==> src/rtl/lcd_pkg.sv <==
package lcd_pkg;
   // Clock and execution times
   localparam int CLK_MHZ           = 250;
   localparam int LONG_EXEC_NS      = 1520000;
   localparam int SHORT_EXEC_NS     = 38000;
   localparam int LONG_EXEC_CYCLES  = LONG_EXEC_NS * CLK_MHZ / 1000;
   localparam int SHORT_EXEC_CYCLES = SHORT_EXEC_NS * CLK_MHZ / 1000;
   localparam int BUSY_W            = 19;

   // Instruction codes and field positions
   localparam logic [7:0] CMD_CLEAR  = 8'h01;
   localparam int ENTRY_DIR_BIT      = 1;
   localparam int ENTRY_SHIFT_BIT    = 0;
   localparam int DISP_ON_BIT        = 2;
   localparam int CURSOR_BIT         = 1;
   localparam int BLINK_BIT          = 0;
   localparam int SHIFT_SEL_BIT      = 3;
   localparam int SHIFT_DIR_BIT      = 2;
   localparam int WIDTH_BIT          = 4;
   localparam int LINES_BIT          = 3;
   localparam int FONT_BIT           = 2;

   // Memory geometry
   localparam logic [7:0] SPACE_CODE = 8'h20;
   localparam int DISP_DEPTH         = 80;
   localparam int GLYPH_DEPTH        = 64;
   localparam logic [6:0] CLEAR_LAST = 7'h4f;
   localparam logic [5:0] LINE_LEN   = 6'h28;
   localparam logic [6:0] L1_LAST    = 7'h27;
   localparam logic [6:0] L2_FIRST   = 7'h40;
   localparam logic [6:0] L2_LAST    = 7'h67;

   // Panel drive
   localparam int COMMONS            = 16;
   localparam int SEGMENTS           = 40;
   localparam logic [3:0] ROWS_SHORT = 4'h8;
   localparam logic [3:0] ROWS_TALL  = 4'ha;
   localparam logic [7:0] ROM_SHORT_LO = 8'h10;
   localparam logic [7:0] ROM_SHORT_HI = 8'hcf;
   localparam logic [7:0] ROM_TALL_LO  = 8'hc0;
   localparam int BLINK_W            = 24;

   typedef struct packed {
      logic interface_width;
      logic two_lines;
      logic tall_font;
      logic disp_on;
      logic cursor_on;
      logic blink_on;
      logic increment;
      logic shift_on;
   } mode_t;

   localparam mode_t MODE_RESET = 8'b1000_0010;

   typedef enum logic [1:0] {
      ACC_IDLE   = 2'b00,
      ACC_FETCH  = 2'b01,
      ACC_ANSWER = 2'b10
   } acc_state_t;

   typedef enum logic [1:0] {
      RF_CODE  = 2'b00,
      RF_GLYPH = 2'b01,
      RF_PIXEL = 2'b10
   } ref_state_t;
endpackage

==> src/rtl/lcd_ctrl.sv <==
// The Avalon-MM register port and the placing of the registers are this design's own decisions.
`timescale 1ns/1ps
// What this block does
// - Code 01 fills display memory with spaces, zeroes counter, long busy.
// - Return home zeroes counter and shift, keeps memory, long busy.
// - Entry mode latches direction and display shift enable, short busy.
// - Display control latches display, cursor and blink bits.
// - Shift moves cursor or whole display, memory untouched.
// - Function set takes width, line count and font height.
// - Glyph address loads six bits and selects glyph RAM.
// - Display address loads seven bits and selects display memory.
// - Status read gives busy flag on bit 7 and counter below.
// - Data write stores byte in selected memory, short busy.
// - Data read returns byte at counter from selected memory.
// - Reset alone starts clear and initial settings, no host action.
// - Two-line panel shows 80-87 on line 1, C0-C7 on line 2.
// - 80 display locations, unseen ones usable as storage.
// - Glyph ROM gives 192 short and 64 tall patterns by code.
// - Glyph RAM holds eight short or four tall user glyphs.
// - 16 commons, 40 segments; only selected line commons drive.
// - Host access and refresh reads use separate memory ports.
// - Select high is data; low is instruction or status.
// - Four-bit mode moves upper nibble then lower on bits 7:4.
module lcd_ctrl
   import lcd_pkg::*;
#(
   parameter int LONG_CYCLES  = LONG_EXEC_CYCLES,
   parameter int SHORT_CYCLES = SHORT_EXEC_CYCLES
) (
   input  wire logic                i_clk_sys,
   input  wire logic                i_rst_n,
   input  wire logic                i_address,
   input  wire logic                i_read,
   input  wire logic                i_write,
   input  wire logic [7:0]          i_writedata,
   output logic      [7:0]          o_readdata,
   output logic                     o_waitrequest,
   output logic      [COMMONS-1:0]  o_common,
   output logic      [SEGMENTS-1:0] o_segment
);
   acc_state_t        acc_state;
   ref_state_t        rf_state;
   mode_t             mode;
   logic [6:0]        address_counter;
   logic              sel_glyph;
   logic [5:0]        display_offset;
   logic [BUSY_W-1:0] busy_count;
   logic              busy_flag;
   logic              clearing;
   logic [6:0]        clear_ptr;
   logic              nibble_phase;
   logic [3:0]        nibble_hold;
   logic [3:0]        low_hold;
   logic [7:0]        cmd_byte;
   logic              commit;
   logic              byte_done;
   logic              exec_ok;
   logic              instr_go;
   logic              data_wr_go;
   logic              data_rd_go;
   logic              disp_valid;
   logic [6:0]        disp_a_addr;
   logic              disp_a_we;
   logic [7:0]        disp_a_wdata;
   logic [7:0]        disp_a_q;
   logic              glyph_a_we;
   logic [7:0]        glyph_a_q;
   logic [7:0]        full_read;
   logic [3:0]        rf_row;
   logic [2:0]        rf_col;
   logic [34:0]       seg_acc;
   logic [BLINK_W-1:0] blink_cnt;
   logic              rf_line;
   logic [3:0]        prow;
   logic              row_live;
   logic [5:0]        pos;
   logic [6:0]        disp_b_addr;
   logic [7:0]        disp_b_q;
   logic [5:0]        glyph_b_addr;
   logic [7:0]        glyph_b_q;
   logic [4:0]        pix;
   logic [7:0]        cmd_q;

   function automatic logic [6:0] step_ac(input logic [6:0] a,
                                          input logic up,
                                          input logic glyph);
      logic [6:0] r;
      r = up ? a + 7'h01 : a - 7'h01;
      if (glyph) begin
         r = {1'b0, r[5:0]};
      end else if (up) begin
         if (a == L1_LAST) r = L2_FIRST;
         else if (a == L2_LAST) r = 7'h00;
      end else begin
         if (a == 7'h00) r = L2_LAST;
         else if (a == L2_FIRST) r = L1_LAST;
      end
      return r;
   endfunction

   function automatic logic [5:0] wrap_off(input logic [5:0] o,
                                           input logic up);
      logic [5:0] r;
      r = 6'h00;
      if (up) r = (o == LINE_LEN - 6'h01) ? 6'h00 : o + 6'h01;
      else    r = (o == 6'h00) ? LINE_LEN - 6'h01 : o - 6'h01;
      return r;
   endfunction

   function automatic logic [4:0] rom_row(input logic [7:0] c,
                                          input logic [3:0] r,
                                          input logic tall);
      logic       in_set;
      logic [3:0] last;
      in_set = tall ? (c >= ROM_TALL_LO)
                    : (c >= ROM_SHORT_LO && c <= ROM_SHORT_HI);
      last   = tall ? ROWS_TALL - 4'h1 : ROWS_SHORT - 4'h1;
      if (!in_set || r == last) return 5'h00;
      return c[4:0] ^ {r[2:0], r[3], 1'b1};
   endfunction

   // Host side decode
   assign busy_flag  = (busy_count != '0);
   assign commit     = (acc_state == ACC_ANSWER) && (i_read || i_write);
   assign byte_done  = mode.interface_width || nibble_phase;
   assign cmd_byte   = mode.interface_width ? i_writedata
                       : {nibble_hold, i_writedata[7:4]};
   assign exec_ok    = commit && byte_done && !busy_flag;
   assign instr_go   = exec_ok && i_write && !i_address;
   assign data_wr_go = exec_ok && i_write && i_address;
   assign data_rd_go = exec_ok && i_read && i_address;

   assign disp_valid = address_counter[5:0] < LINE_LEN;
   assign disp_a_addr = clearing ? clear_ptr
                      : address_counter[6] ? {1'b0, address_counter[5:0]}
                        + {1'b0, LINE_LEN} : {1'b0, address_counter[5:0]};
   assign disp_a_we  = clearing
                       || (data_wr_go && !sel_glyph && disp_valid);
   assign disp_a_wdata = clearing ? SPACE_CODE : cmd_byte;
   assign glyph_a_we = data_wr_go && sel_glyph;
   assign full_read  = !i_address ? {busy_flag, address_counter}
                     : sel_glyph ? glyph_a_q
                     : disp_valid ? disp_a_q : 8'h00;

   char_ram #(.DEPTH(DISP_DEPTH), .AW(7)) u_display_memory (
      .i_clk_sys (i_clk_sys),
      .i_rst_n   (i_rst_n),
      .i_a_addr  (disp_a_addr),
      .i_a_we    (disp_a_we),
      .i_a_wdata (disp_a_wdata),
      .o_a_rdata (disp_a_q),
      .i_b_addr  (disp_b_addr),
      .o_b_rdata (disp_b_q)
   );

   char_ram #(.DEPTH(GLYPH_DEPTH), .AW(6)) u_glyph_ram (
      .i_clk_sys (i_clk_sys),
      .i_rst_n   (i_rst_n),
      .i_a_addr  (address_counter[5:0]),
      .i_a_we    (glyph_a_we),
      .i_a_wdata (cmd_byte),
      .o_a_rdata (glyph_a_q),
      .i_b_addr  (glyph_b_addr),
      .o_b_rdata (glyph_b_q)
   );

   // Bus handshake: fetch, answer, release
   always_ff @(posedge i_clk_sys) begin
      if (!i_rst_n) begin
         acc_state     <= ACC_IDLE;
         o_waitrequest <= 1'b1;
         o_readdata    <= 8'h00;
         low_hold      <= 4'h0;
      end else begin
         case (acc_state)
            ACC_IDLE: begin
               if (i_read || i_write) acc_state <= ACC_FETCH;
            end
            ACC_FETCH: begin
               acc_state     <= ACC_ANSWER;
               o_waitrequest <= 1'b0;
               if (!mode.interface_width && nibble_phase) begin
                  o_readdata <= {low_hold, 4'h0};
               end else begin
                  o_readdata <= full_read;
                  low_hold   <= full_read[3:0];
               end
            end
            ACC_ANSWER: begin
               acc_state     <= ACC_IDLE;
               o_waitrequest <= 1'b1;
            end
            default: begin
               acc_state     <= ACC_IDLE;
               o_waitrequest <= 1'b1;
            end
         endcase
      end
   end

   // Nibble pairing
   always_ff @(posedge i_clk_sys) begin
      if (!i_rst_n) begin
         nibble_phase <= 1'b0;
         nibble_hold  <= 4'h0;
      end else if (commit) begin
         nibble_phase <= mode.interface_width ? 1'b0 : ~nibble_phase;
         if (i_write && !nibble_phase) nibble_hold <= i_writedata[7:4];
      end
   end

   // Busy timer
   always_ff @(posedge i_clk_sys) begin
      if (!i_rst_n) begin
         busy_count <= BUSY_W'(LONG_CYCLES);
      end else if (instr_go && cmd_byte[7:1] == 7'h00 && cmd_byte[0]) begin
         busy_count <= BUSY_W'(LONG_CYCLES);
      end else if (instr_go && cmd_byte[7:1] == 7'h01) begin
         busy_count <= BUSY_W'(LONG_CYCLES);
      end else if (instr_go || data_wr_go || data_rd_go) begin
         busy_count <= BUSY_W'(SHORT_CYCLES);
      end else if (busy_flag) begin
         busy_count <= busy_count - BUSY_W'(1);
      end
   end

   // Clear walk
   always_ff @(posedge i_clk_sys) begin
      if (!i_rst_n) begin
         clearing  <= 1'b1;
         clear_ptr <= 7'h00;
      end else if (instr_go && cmd_byte == CMD_CLEAR) begin
         clearing  <= 1'b1;
         clear_ptr <= 7'h00;
      end else if (clearing) begin
         clearing  <= (clear_ptr != CLEAR_LAST);
         clear_ptr <= clear_ptr + 7'h01;
      end
   end

   // Address counter and memory select
   always_ff @(posedge i_clk_sys) begin
      if (!i_rst_n) begin
         address_counter <= 7'h00;
         sel_glyph       <= 1'b0;
      end else if (instr_go) begin
         casez (cmd_byte)
            8'b1???????: begin
               address_counter <= cmd_byte[6:0];
               sel_glyph       <= 1'b0;
            end
            8'b01??????: begin
               address_counter <= {1'b0, cmd_byte[5:0]};
               sel_glyph       <= 1'b1;
            end
            8'b0001????: begin
               if (!cmd_byte[SHIFT_SEL_BIT]) begin
                  address_counter <= step_ac(address_counter,
                                        cmd_byte[SHIFT_DIR_BIT], sel_glyph);
               end
            end
            8'b0000001?, 8'b00000001: begin
               address_counter <= 7'h00;
               sel_glyph       <= 1'b0;
            end
            default: begin
               address_counter <= address_counter;
            end
         endcase
      end else if (data_wr_go || data_rd_go) begin
         address_counter <= step_ac(address_counter, mode.increment,
                                    sel_glyph);
      end
   end

   // Display shift offset
   always_ff @(posedge i_clk_sys) begin
      if (!i_rst_n) begin
         display_offset <= 6'h00;
      end else if (instr_go && cmd_byte[7:2] == 6'h00
                   && cmd_byte != 8'h00) begin
         display_offset <= 6'h00;
      end else if (instr_go && cmd_byte[7:4] == 4'h1
                   && cmd_byte[SHIFT_SEL_BIT]) begin
         display_offset <= wrap_off(display_offset,
                                    !cmd_byte[SHIFT_DIR_BIT]);
      end else if (data_wr_go && mode.shift_on && !sel_glyph) begin
         display_offset <= wrap_off(display_offset, mode.increment);
      end
   end

   // Mode bits
   always_ff @(posedge i_clk_sys) begin
      if (!i_rst_n) begin
         mode <= MODE_RESET;
      end else if (instr_go) begin
         casez (cmd_byte)
            8'b001?????: begin
               mode.interface_width <= cmd_byte[WIDTH_BIT];
               mode.two_lines       <= cmd_byte[LINES_BIT];
               mode.tall_font       <= cmd_byte[FONT_BIT];
            end
            8'b00001???: begin
               mode.disp_on   <= cmd_byte[DISP_ON_BIT];
               mode.cursor_on <= cmd_byte[CURSOR_BIT];
               mode.blink_on  <= cmd_byte[BLINK_BIT];
            end
            8'b000001??: begin
               mode.increment <= cmd_byte[ENTRY_DIR_BIT];
               mode.shift_on  <= cmd_byte[ENTRY_SHIFT_BIT];
            end
            default: begin
               mode <= mode;
            end
         endcase
      end
   end

   // Refresh scan on the second memory ports
   assign rf_line  = mode.two_lines & rf_row[3];
   assign prow     = mode.two_lines ? {1'b0, rf_row[2:0]} : rf_row;
   assign row_live = mode.two_lines
                     || prow < (mode.tall_font ? ROWS_TALL : ROWS_SHORT);
   assign pos      = ({3'b000, rf_col} + display_offset >= LINE_LEN)
                     ? {3'b000, rf_col} + display_offset - LINE_LEN
                     : {3'b000, rf_col} + display_offset;
   assign disp_b_addr = rf_line ? {1'b0, pos} + {1'b0, LINE_LEN}
                                : {1'b0, pos};
   assign glyph_b_addr = mode.tall_font ? {disp_b_q[2:1], prow}
                                        : {disp_b_q[2:0], prow[2:0]};

   always_comb begin
      pix = (disp_b_q[7:4] == 4'h0) ? glyph_b_q[4:0]
          : rom_row(disp_b_q, prow, mode.tall_font);
      if (mode.cursor_on && !sel_glyph && address_counter == {rf_line, pos}
          && prow == (mode.tall_font ? ROWS_TALL : ROWS_SHORT) - 4'h1) begin
         pix = 5'h1f;
      end
      if (mode.blink_on && !sel_glyph && blink_cnt[BLINK_W-1]
          && address_counter == {rf_line, pos}) begin
         pix = 5'h1f;
      end
   end

   always_ff @(posedge i_clk_sys) begin
      if (!i_rst_n) begin
         blink_cnt <= '0;
      end else begin
         blink_cnt <= blink_cnt + BLINK_W'(1);
      end
   end

   always_ff @(posedge i_clk_sys) begin
      if (!i_rst_n) begin
         rf_state  <= RF_CODE;
         rf_row    <= 4'h0;
         rf_col    <= 3'h0;
         seg_acc   <= '0;
         o_segment <= '0;
         o_common  <= '0;
      end else begin
         case (rf_state)
            RF_CODE:  rf_state <= RF_GLYPH;
            RF_GLYPH: rf_state <= RF_PIXEL;
            RF_PIXEL: begin
               rf_state <= RF_CODE;
               seg_acc  <= {seg_acc[29:0], pix};
               rf_col   <= rf_col + 3'h1;
               if (rf_col == 3'h7) begin
                  o_segment <= (mode.disp_on && row_live)
                               ? {seg_acc, pix} : '0;
                  o_common  <= row_live ? COMMONS'(1) << rf_row : '0;
                  rf_row    <= rf_row + 4'h1;
               end
            end
            default: rf_state <= RF_CODE;
         endcase
      end
   end

   // Checks
   always_ff @(posedge i_clk_sys) begin
      cmd_q <= cmd_byte;
   end
endmodule

==> src/rtl/char_ram.sv <==
`timescale 1ns/1ps
module char_ram #(
   parameter int DEPTH = 80,
   parameter int AW    = 7
) (
   input  wire logic          i_clk_sys,
   input  wire logic          i_rst_n,
   input  wire logic [AW-1:0] i_a_addr,
   input  wire logic          i_a_we,
   input  wire logic [7:0]    i_a_wdata,
   output logic      [7:0]    o_a_rdata,
   input  wire logic [AW-1:0] i_b_addr,
   output logic      [7:0]    o_b_rdata
);
   logic [7:0] mem [DEPTH];

   // Host port writes, both ports read registered
   always_ff @(posedge i_clk_sys) begin
      if (i_a_we && (int'(i_a_addr) < DEPTH)) begin
         mem[i_a_addr] <= i_a_wdata;
      end
   end

   always_ff @(posedge i_clk_sys) begin
      if (!i_rst_n) begin
         o_a_rdata <= 8'h00;
         o_b_rdata <= 8'h00;
      end else begin
         o_a_rdata <= (int'(i_a_addr) < DEPTH) ? mem[i_a_addr] : 8'h00;
         o_b_rdata <= (int'(i_b_addr) < DEPTH) ? mem[i_b_addr] : 8'h00;
      end
   end
endmodule

==> config.mk <==
export PLATFORM = sky130hd
export DESIGN_NAME = lcd_ctrl
export DESIGN_NICKNAME = d
export VERILOG_FILES = /design/src/rtl/lcd_pkg.sv /design/src/rtl/lcd_ctrl.sv /design/src/rtl/char_ram.sv
export SDC_FILE = /design/constraint.sdc
export NUM_CORES = 2
export LEC_CHECK = 0
export BUFFER_PORTS_ARGS = -buffer_cell sky130_fd_sc_hd__buf_4
export CAP_MARGIN = 10
export CORE_AREA = 3 3 392 394
export CTS_CLUSTER_DIAMETER = 40
export CTS_CLUSTER_SIZE = 24
export DETAILED_ROUTE_END_ITERATION = 10
export DIE_AREA = 0 0 395 397
export PLACE_DENSITY = 0.51
export SYNTH_ARGS = -nofsm -noshare
export SYNTH_HDL_FRONTEND = slang
export SYNTH_SLANG_ARGS = --single-unit
==> constraint.sdc <==
create_clock -name i_clk_sys -period 4.6 [get_ports i_clk_sys]
set_input_delay 0.46 -clock i_clk_sys [delete_from_list [all_inputs] [get_ports i_clk_sys]]
set_output_delay 0.46 -clock i_clk_sys [all_outputs]
set_load 0.03 [all_outputs]
## After elaboration in Yosys (flattened, before gate mapping)

Memory sizes are Yosys's and may differ from the RTL's. A register that Yosys moved wholly into a read port is not among the register bits.
Index checks and enable logic that the tools add are counted.
W data, S select, Z words.

| word-level totals | value |
|---|---|
| register bits | 193 |
| bits in writable memories | 1,152 |
| bits of input ports | 13 |
| output and inout bits | 65 |
| logic and storage cells | 220 |
| memories | 2 |

| cells by class | value |
|---|---|
| add/sub/neg operators | 14 |
| $lt $le $gt $ge | 8 |
| equal/unequal tests | 23 |
| shift-type cells | 1 |
| mux-type cells | 60 |
| bitwise gates (word level) | 5 |
| reductions and logical operators | 79 |

Memories:

| memory | words | width | read ports | clocked after memory_dff | write ports | RTL line | RTL |
|---|---|---|---|---|---|---|---|
| u_display_memory.mem | 80 | 8 | 2 | 2 | 1 | char_ram.sv:15 | `logic [7:0] mem [DEPTH];` |
| u_glyph_ram.mem | 64 | 8 | 2 | 2 | 1 | char_ram.sv:15 |  |

Operator list:

| cell | number |
|---|---|
| $mux W7 | 20 |
| $mux W8 | 6 |
| $mux W6 | 7 |
| $mux W40 | 1 |
| $mux W19 | 2 |
| $logic_and A1 B1 Y1 | 32 |
| $pmux W7 S4 | 1 |
| $mux W5 | 5 |
| $add A24 B1 Y24 const B | 1 |
| $reduce_bool A19 Y1 | 1 |
| $sub A19 B1 Y19 const B | 1 |
| $reduce_and A2 Y1 | 9 |
| $mux W16 | 1 |
| $shl A1 B4 Y16 const A | 1 |
| $add A6 B6 Y7 const B | 2 |
| $add A7 B1 Y7 const B | 2 |
| $eq A7 B7 Y1 const B | 2 |
| $logic_not A7 Y1 | 2 |
| $lt A7 B7 Y1 const B | 2 |
| $logic_not A6 Y1 | 2 |
| $mux W4 | 3 |
| $logic_not A1 Y1 | 10 |
| $eq A4 B4 Y1 | 2 |
| $eq A8 B1 Y1 const B | 1 |
| other kinds (45) | 74 |

## Logic depth before layout (Yosys ltp)

| logic depth | value |
|---|---|
| depth after elaboration | 12 |
| mapped depth | 18 |
| depth with buffers taken out | 15 |

## Hierarchy

From an unflattened synthesis, not the netlist that was laid out.

| unflattened totals | value |
|---|---|
| cells, all modules | 4,412 |
| area total of the unflattened synthesis | 65,260.1 µm² |

By module, submodules not included:

| module | instances | cells each | area an instance (µm²) | sequential area each (µm²) |
|---|---|---|---|---|
| char_ram (u_display_memory) | 1 | 1,836 | 30,892.1 | 19,538.7 |
| char_ram (u_glyph_ram) | 1 | 1,410 | 24,656.1 | 15,695.1 |
| lcd_ctrl | 1 | 1,166 | 9,711.8 | 3,863.7 |

## Worst setup path before layout

OpenSTA, ideal clock, no wires.

| timing path | value |
|---|---|
| path kind | register to register |
| start | reg mode[7] in the netlist's numbering |
| end | mem u_display_memory.mem[0][0], data pin |
| setup time | 0.592 ns |
| data arrival time | 3.347 ns |
| required time | 4.008 ns |
| setup slack | 0.661 ns |
| cell stages (with the launch flop) | 5 |
| buffers on the path | 2 |
| clock period less this slack | 3.939 ns |
| cell sequence | dfxtp_1 > buf_4 > buf_6 > mux2_2 > nor2b_1 |

| between the ends | value |
|---|---|
| cells in the longest elaborated chain, start to end | 2 |

RTL lines:

| what | RTL line | RTL |
|---|---|---|
| from (decl) | lcd_ctrl.sv:43 | `mode_t mode;` |
| from (signal assigned) | lcd_ctrl.sv:313 | `mode <= mode;` |
| $mux W8 | lcd_ctrl.sv:126 | `assign cmd_byte = mode.interface_width ? i_writedata` |
| via cmd_byte[0] | lcd_ctrl.sv:54 | `logic [7:0] cmd_byte;` |
| $mux W8 | lcd_ctrl.sv:139 | `assign disp_a_wdata = clearing ? SPACE_CODE : cmd_byte;` |
| via disp_a_wdata[0] | lcd_ctrl.sv:64 | `logic [7:0] disp_a_wdata;` |
| to (decl) | char_ram.sv:15 |  |

The timed path passes the listed nets, and every way through them passes these cells.

## Worst setup path after layout

| timing path | value |
|---|---|
| start | reg display_offset[0] |
| end | reg u_display_memory.o_b_rdata[5], read port of u_display_memory.mem |

| between the ends | value |
|---|---|
| cells in the longest elaborated chain, start to end | 8 |
| elaborated cells on any way between the ends | 9 |
| those cells by class | 3 x add/sub; 2 x order compare; 2 x mux; 2 x reduce/logical |

RTL lines:

| what | RTL line | RTL |
|---|---|---|
| from (decl) | lcd_ctrl.sv:46 | `logic [5:0] display_offset;` |
| from (signal assigned) | lcd_ctrl.sv:285 | `display_offset <= wrap_off(display_offset,` |
| from (signal assigned) | lcd_ctrl.sv:288 | `display_offset <= wrap_off(display_offset, mode.increment);` |
| $add A3 B6 Y6 (*) | lcd_ctrl.sv:324, lcd_ctrl.sv:325, lcd_ctrl.sv:326 |  |
| $sub A6 B6 Y6 or $ge A6 B6 Y1 (tied branches) | lcd_ctrl.sv:325, lcd_ctrl.sv:324 |  |
| $mux W6 (*) | lcd_ctrl.sv:325 | `? {3'b000, rf_col} + display_offset - LINE_LEN` |
| $add A6 B6 Y7 | lcd_ctrl.sv:327 | `assign disp_b_addr = rf_line ? {1'b0, pos} + {1'b0, LINE_LEN}` |
| $mux W7 (*) | lcd_ctrl.sv:327 |  |
| $lt A7 B7 Y1 | char_ram.sv:30 | `o_b_rdata <= (int'(i_b_addr) < DEPTH) ? mem[i_b_addr] : 8'h00;` |
| $reduce_and A2 Y1 (no line) | - |  |
| $logic_not A1 Y1 (no line) | - |  |
| to (decl) | char_ram.sv:13 | `output logic [7:0] o_b_rdata` |

Every way passes the cells marked *; elsewhere a longest branch is shown, timed or not.
A chain may end at the register's enable or synchronous reset.

==> reports/results.txt <==
After detailed placement, the total cell area comes to 0.0654 sq mm. The worst register-to-register path ends at u_display_memory.o_b_rdata[5]. For this run, design rule violations remaining after detail routing come to 0. The number of global-route vias before repair came out at 41.1k. Mean instance size in the synthesized netlist: 14.7 sq um.

TritonCTS built the clock tree. The worst setup path is of the reg2reg kind. The max-cap check violation count came out at 0. The floorplan step defined a die boundary enclosing 0.157 sq mm. The number of instances in the synthesized netlist came out at 4102. The pin slew with the least headroom to its limit is 1.27 ns, and the vias per cell is 6.29. The proportion of synthesized flip-flops having asynchronous set or reset works out to 0%. The synthesized netlist occupies a cell area of 0.0602 sq mm. In this run the core area contains 142 standard-cell rows. The register clock-pin slew on the reported worst setup and hold paths works out to 0.06 ns. The H-tree depth is 4, and the largest fanout of any net on the critical path is 22. The worst stage delay on the critical path came out at 0.66 ns. Sequential elements use 64.8% of the synthesized area. STA classifies the critical path endpoint as a flop. Latest clock arrival within the worst-skew pair: 0.84 ns. The post-synthesis cell type with the largest combined area is sky130_fd_sc_hd__edfxtp_1. For the data required time of the critical path, the log shows 5.28 ns. The post-layout minimum cycle time is 4.19 ns, and the total negative setup slack is 0 ns. The proportion of layout cells with a drive suffix above 1 is 24.8%, and the final critical-path share of the clock period is 91.2%. The setup clock skew after layout came out at 0.0543 ns. The beginning of the worst register-to-register path was display_offset[0]. Chip height: 397 um. The congestion estimate from routability-driven global placement came to 0.966. For this block, the via count after detailed routing is 41.7k.

The worst setup slack for register-to-register paths was 0.41 ns. The synthesized design contains 1152 enable-type register cells. The count of buffers inserted at the top-level ports is 77, and the number of nets in the layout is 4476.

The tools report the remaining max-slew budget at the tightest pin as 13.3%. Setup repair after global routing left no endpoint under its margin. The hold path endpoint is mode[4]. The synthesized design contains 1374 register bits. The overall fraction of global-route tracks in use is 26.3%, and the post-route standard cell area excluding fillers is 0.0728 sq mm. The post-route antenna net violation count was 0; the aggregate global routing overflow was 0.

The tools report the launching element type of the critical path as a flop. Data arrives at the worst endpoint at 4.88 ns. The type of the worst min-delay path was in2reg. The sum of net half-perimeters after detailed placement is 137000 um. Based on the critical path, the design can be clocked at up to 0.238 GHz. The number of pins exceeding their max-slew limit in the final report was 0. First-pass GRT wire length: 302000 um. Slowest cell on the critical path: sky130_fd_sc_hd__or2_2.

Setup violations remaining at the end of the flow were counted as 0. The net count of the mapped netlist is 4139. For the maximum ir drop on the vdd rail, the log shows 0.364 mV.

The tools report the beginning of the worst hold path as i_writedata[3]. The filler cells instantiated in the layout total 12.9k. The total CTS buffers is 200, and the worst hold path cell count is 4. The area growth from synthesis to layout was 20.8%.

Measured in cells, the most critical reg-to-reg path has a length of 12. In this run the count of I/O pins placed on the die edge is 78. Dividing total power by cell area gives a power density of 426 mW/mm^2.

The number of different library cells used by synthesis comes to 83. The routed wire length per instance came out at 31.6 um. For the initial antenna violation count, the log shows 2. Yosys printed 0 warnings. The library cells used most frequently in the layout, excluding fill and tap cells, are 1152 x sky130_fd_sc_hd__edfxtp_1, 498 x sky130_fd_sc_hd__a22oi_1, 405 x sky130_fd_sc_hd__buf_4, 302 x sky130_fd_sc_hd__nor2_1, 271 x sky130_fd_sc_hd__mux4_2. The flow ran to the end, and the final reports show no timing, DRC or antenna violations. Among all flip-flop cells after synthesis, the most frequent one is sky130_fd_sc_hd__edfxtp_1.

The number of design-rule violations left by the first detailed-router iteration is 5001, and the floorplan die width is 395 um. The logs give 1374 for the CTS sink count and 0.150 sq mm for the core box area. The signal on the critical path passes through ha_4 -> inv_1 -> fa_4 -> nor2b_2 -> o2111ai_1 -> a32oi_1 -> and3_1 -> or2_2 -> buf_4 -> mux4_2 -> nand2_1 -> o211ai_1.

Summed over all cells, the static leakage comes to 23.9 nW. The library cell used most frequently in the layout, excluding fill and tap cells, is sky130_fd_sc_hd__edfxtp_1. The total routed wirelength was 210000 um; the maximum root-to-sink buffer count was 3. The final count of hold timing violations was 0.

Once the floorplan was initialized, standard cells occupied 40.1% of the core. In the post-synthesis netlist, the biggest area contributors are sky130_fd_sc_hd__edfxtp_1 57%, sky130_fd_sc_hd__mux4_2 10%, sky130_fd_sc_hd__dfxtp_1 7.4%. The logs give 81 for the pin count of the biggest net entering global routing and 6 for the detailed-router iteration count before antenna repair.

After synthesis, the largest area contributor takes up 57.5% of total cell area. The root buffer selected by CTS was sky130_fd_sc_hd__clkbuf_16.
logic make-up (layout without fill, tap and decap cells):
logic type | count (synthesis) | count (layout) | share of synthesized area [%]
flip-flops | 1374 | 1374 | 64.8
AO/OA/AOI/OAI | 1114 | 1115 | 13.5
AND/OR/NAND/NOR | 835 | 835 | 6.39
multiplexers | 349 | 349 | 11.5
buffers and inverters | 344 | 856 | 2.33
XOR/XNOR | 62 | 62 | 0.902
adder cells (fa/ha/maj) | 24 | 24 | 0.511
other | 0 | 1 | 0
metrics by stage:
step / worst slack [ns] / util, % / power [mW] / std cells / hold slack, ns
finish: 0.405 / 48.5 / 31.0 / 6632 / 0.187
CTS: 0.286 / 48.4 / 31.2 / 6628 / 0.119
global route: 0.0951 / 48.5 / 31.9 / 6631 / 0.161
floorplan: 0.661 / - / 14.4 / 4102 / 0.413
detailed placement: 0.304 / 43.6 / 15.1 / 6243 / 0.433
global placement: 0.438 / 43.6 / 15.1 / 6243 / 0.427
critical path, delay by kind of cell, from the launching register on:
kind | cells | cell delay, ns
AND/OR/NAND/NOR | 4 | 1.28
flip-flops | 1 | 0.49
adder cells (fa/ha/maj) | 2 | 0.69
multiplexers | 1 | 0.53
AO/OA/AOI/OAI | 3 | 0.59
buffers and inverters | 2 | 0.45
sequential cells by signal (all words and copies together), names as in the netlist, 8 cells and up:
| register | flops |
|---|---|
| o_segment | 40 |
| seg_acc | 35 |
| o_readdata | 8 |
| u_glyph_ram.mem | 512 |
| u_display_memory.o_a_rdata | 8 |
| u_display_memory.mem | 640 |
| u_glyph_ram.o_a_rdata | 8 |
| busy_count | 19 |
| o_common | 16 |
| mode | 8 |
| u_display_memory.o_b_rdata | 8 |
| blink_cnt | 24 |
power by group:
part	total (mW)	leakage, nW	internal, mW	switching (mW)
Sequential	13.5	12.6	13.5	0.0665
Combinational	1.33	7.84	0.424	0.909
Clock	16.1	3.44	9.85	6.29
Total	31.0	23.9	23.7	7.27
final cells by class:
cell class | instances | area, sq um | share of cell area [%]
Inverter | 34 | 130 | 0.179
Sequential cell | 1374 | 39000 | 53.7
Timing Repair Buffer | 444 | 3750 | 5.16
Tap cell | 2016 | 2520 | 3.47
Clock buffer | 214 | 5160 | 7.10
Clock inverter | 164 | 2080 | 2.86
Multi-Input combinational cell | 2385 | 20100 | 27.6
Antenna cell | 1 | 2.50 | 0.00344
Yosys cell counts, drive strengths merged, types with 63 or more instances:
library cell,n
edfxtp,1152
a22oi,498
nor2,307
mux4,271
nand2,246
dfxtp,222
clkbuf,181
a21oi,154
buf,129
o21ai,70
mux2i,66
a221oi,63
layer usage:
| layer | vias to the layer above | track usage, % | wire length (um) | share of wire, % |
|---|---|---|---|---|
| met3 | 461 | 5.68 | 18400 | 8.8 |
| met2 | 2281 | 42.0 | 98200 | 47 |
| met5 | - | 0 | 0 | 0 |
| met1 | 21500 | 34.9 | 83700 | 40 |
| li1 | 17500 | - | - | - |
| met4 | 0 | 11.1 | 9240 | 4.4 |
worst max path at each step:
stage                           start                             to  slack (ns)  cells after the start
floorplan                     mode[7]     u_display_memory.mem[0][0]        0.66                      4
global placement    display_offset[2]  u_display_memory.o_b_rdata[5]        0.44                     12
detailed placement  display_offset[2]  u_display_memory.o_b_rdata[5]        0.30                     12
CTS                 display_offset[2]  u_display_memory.o_b_rdata[5]        0.29                     12
global route        display_offset[0]  u_display_memory.o_b_rdata[5]         0.1                     12
finish              display_offset[0]  u_display_memory.o_b_rdata[5]        0.41                     12
what timing repair did:
item | in CTS | in global routing
endpoints found under the setup margin | 0 | 7
hold buffers | 7 | 0
gates resized for setup | 0 | 1
setup buffers | 0 | 2
endpoints found under the hold margin | 7 | 0
Power figures use the tool's default switching activity.
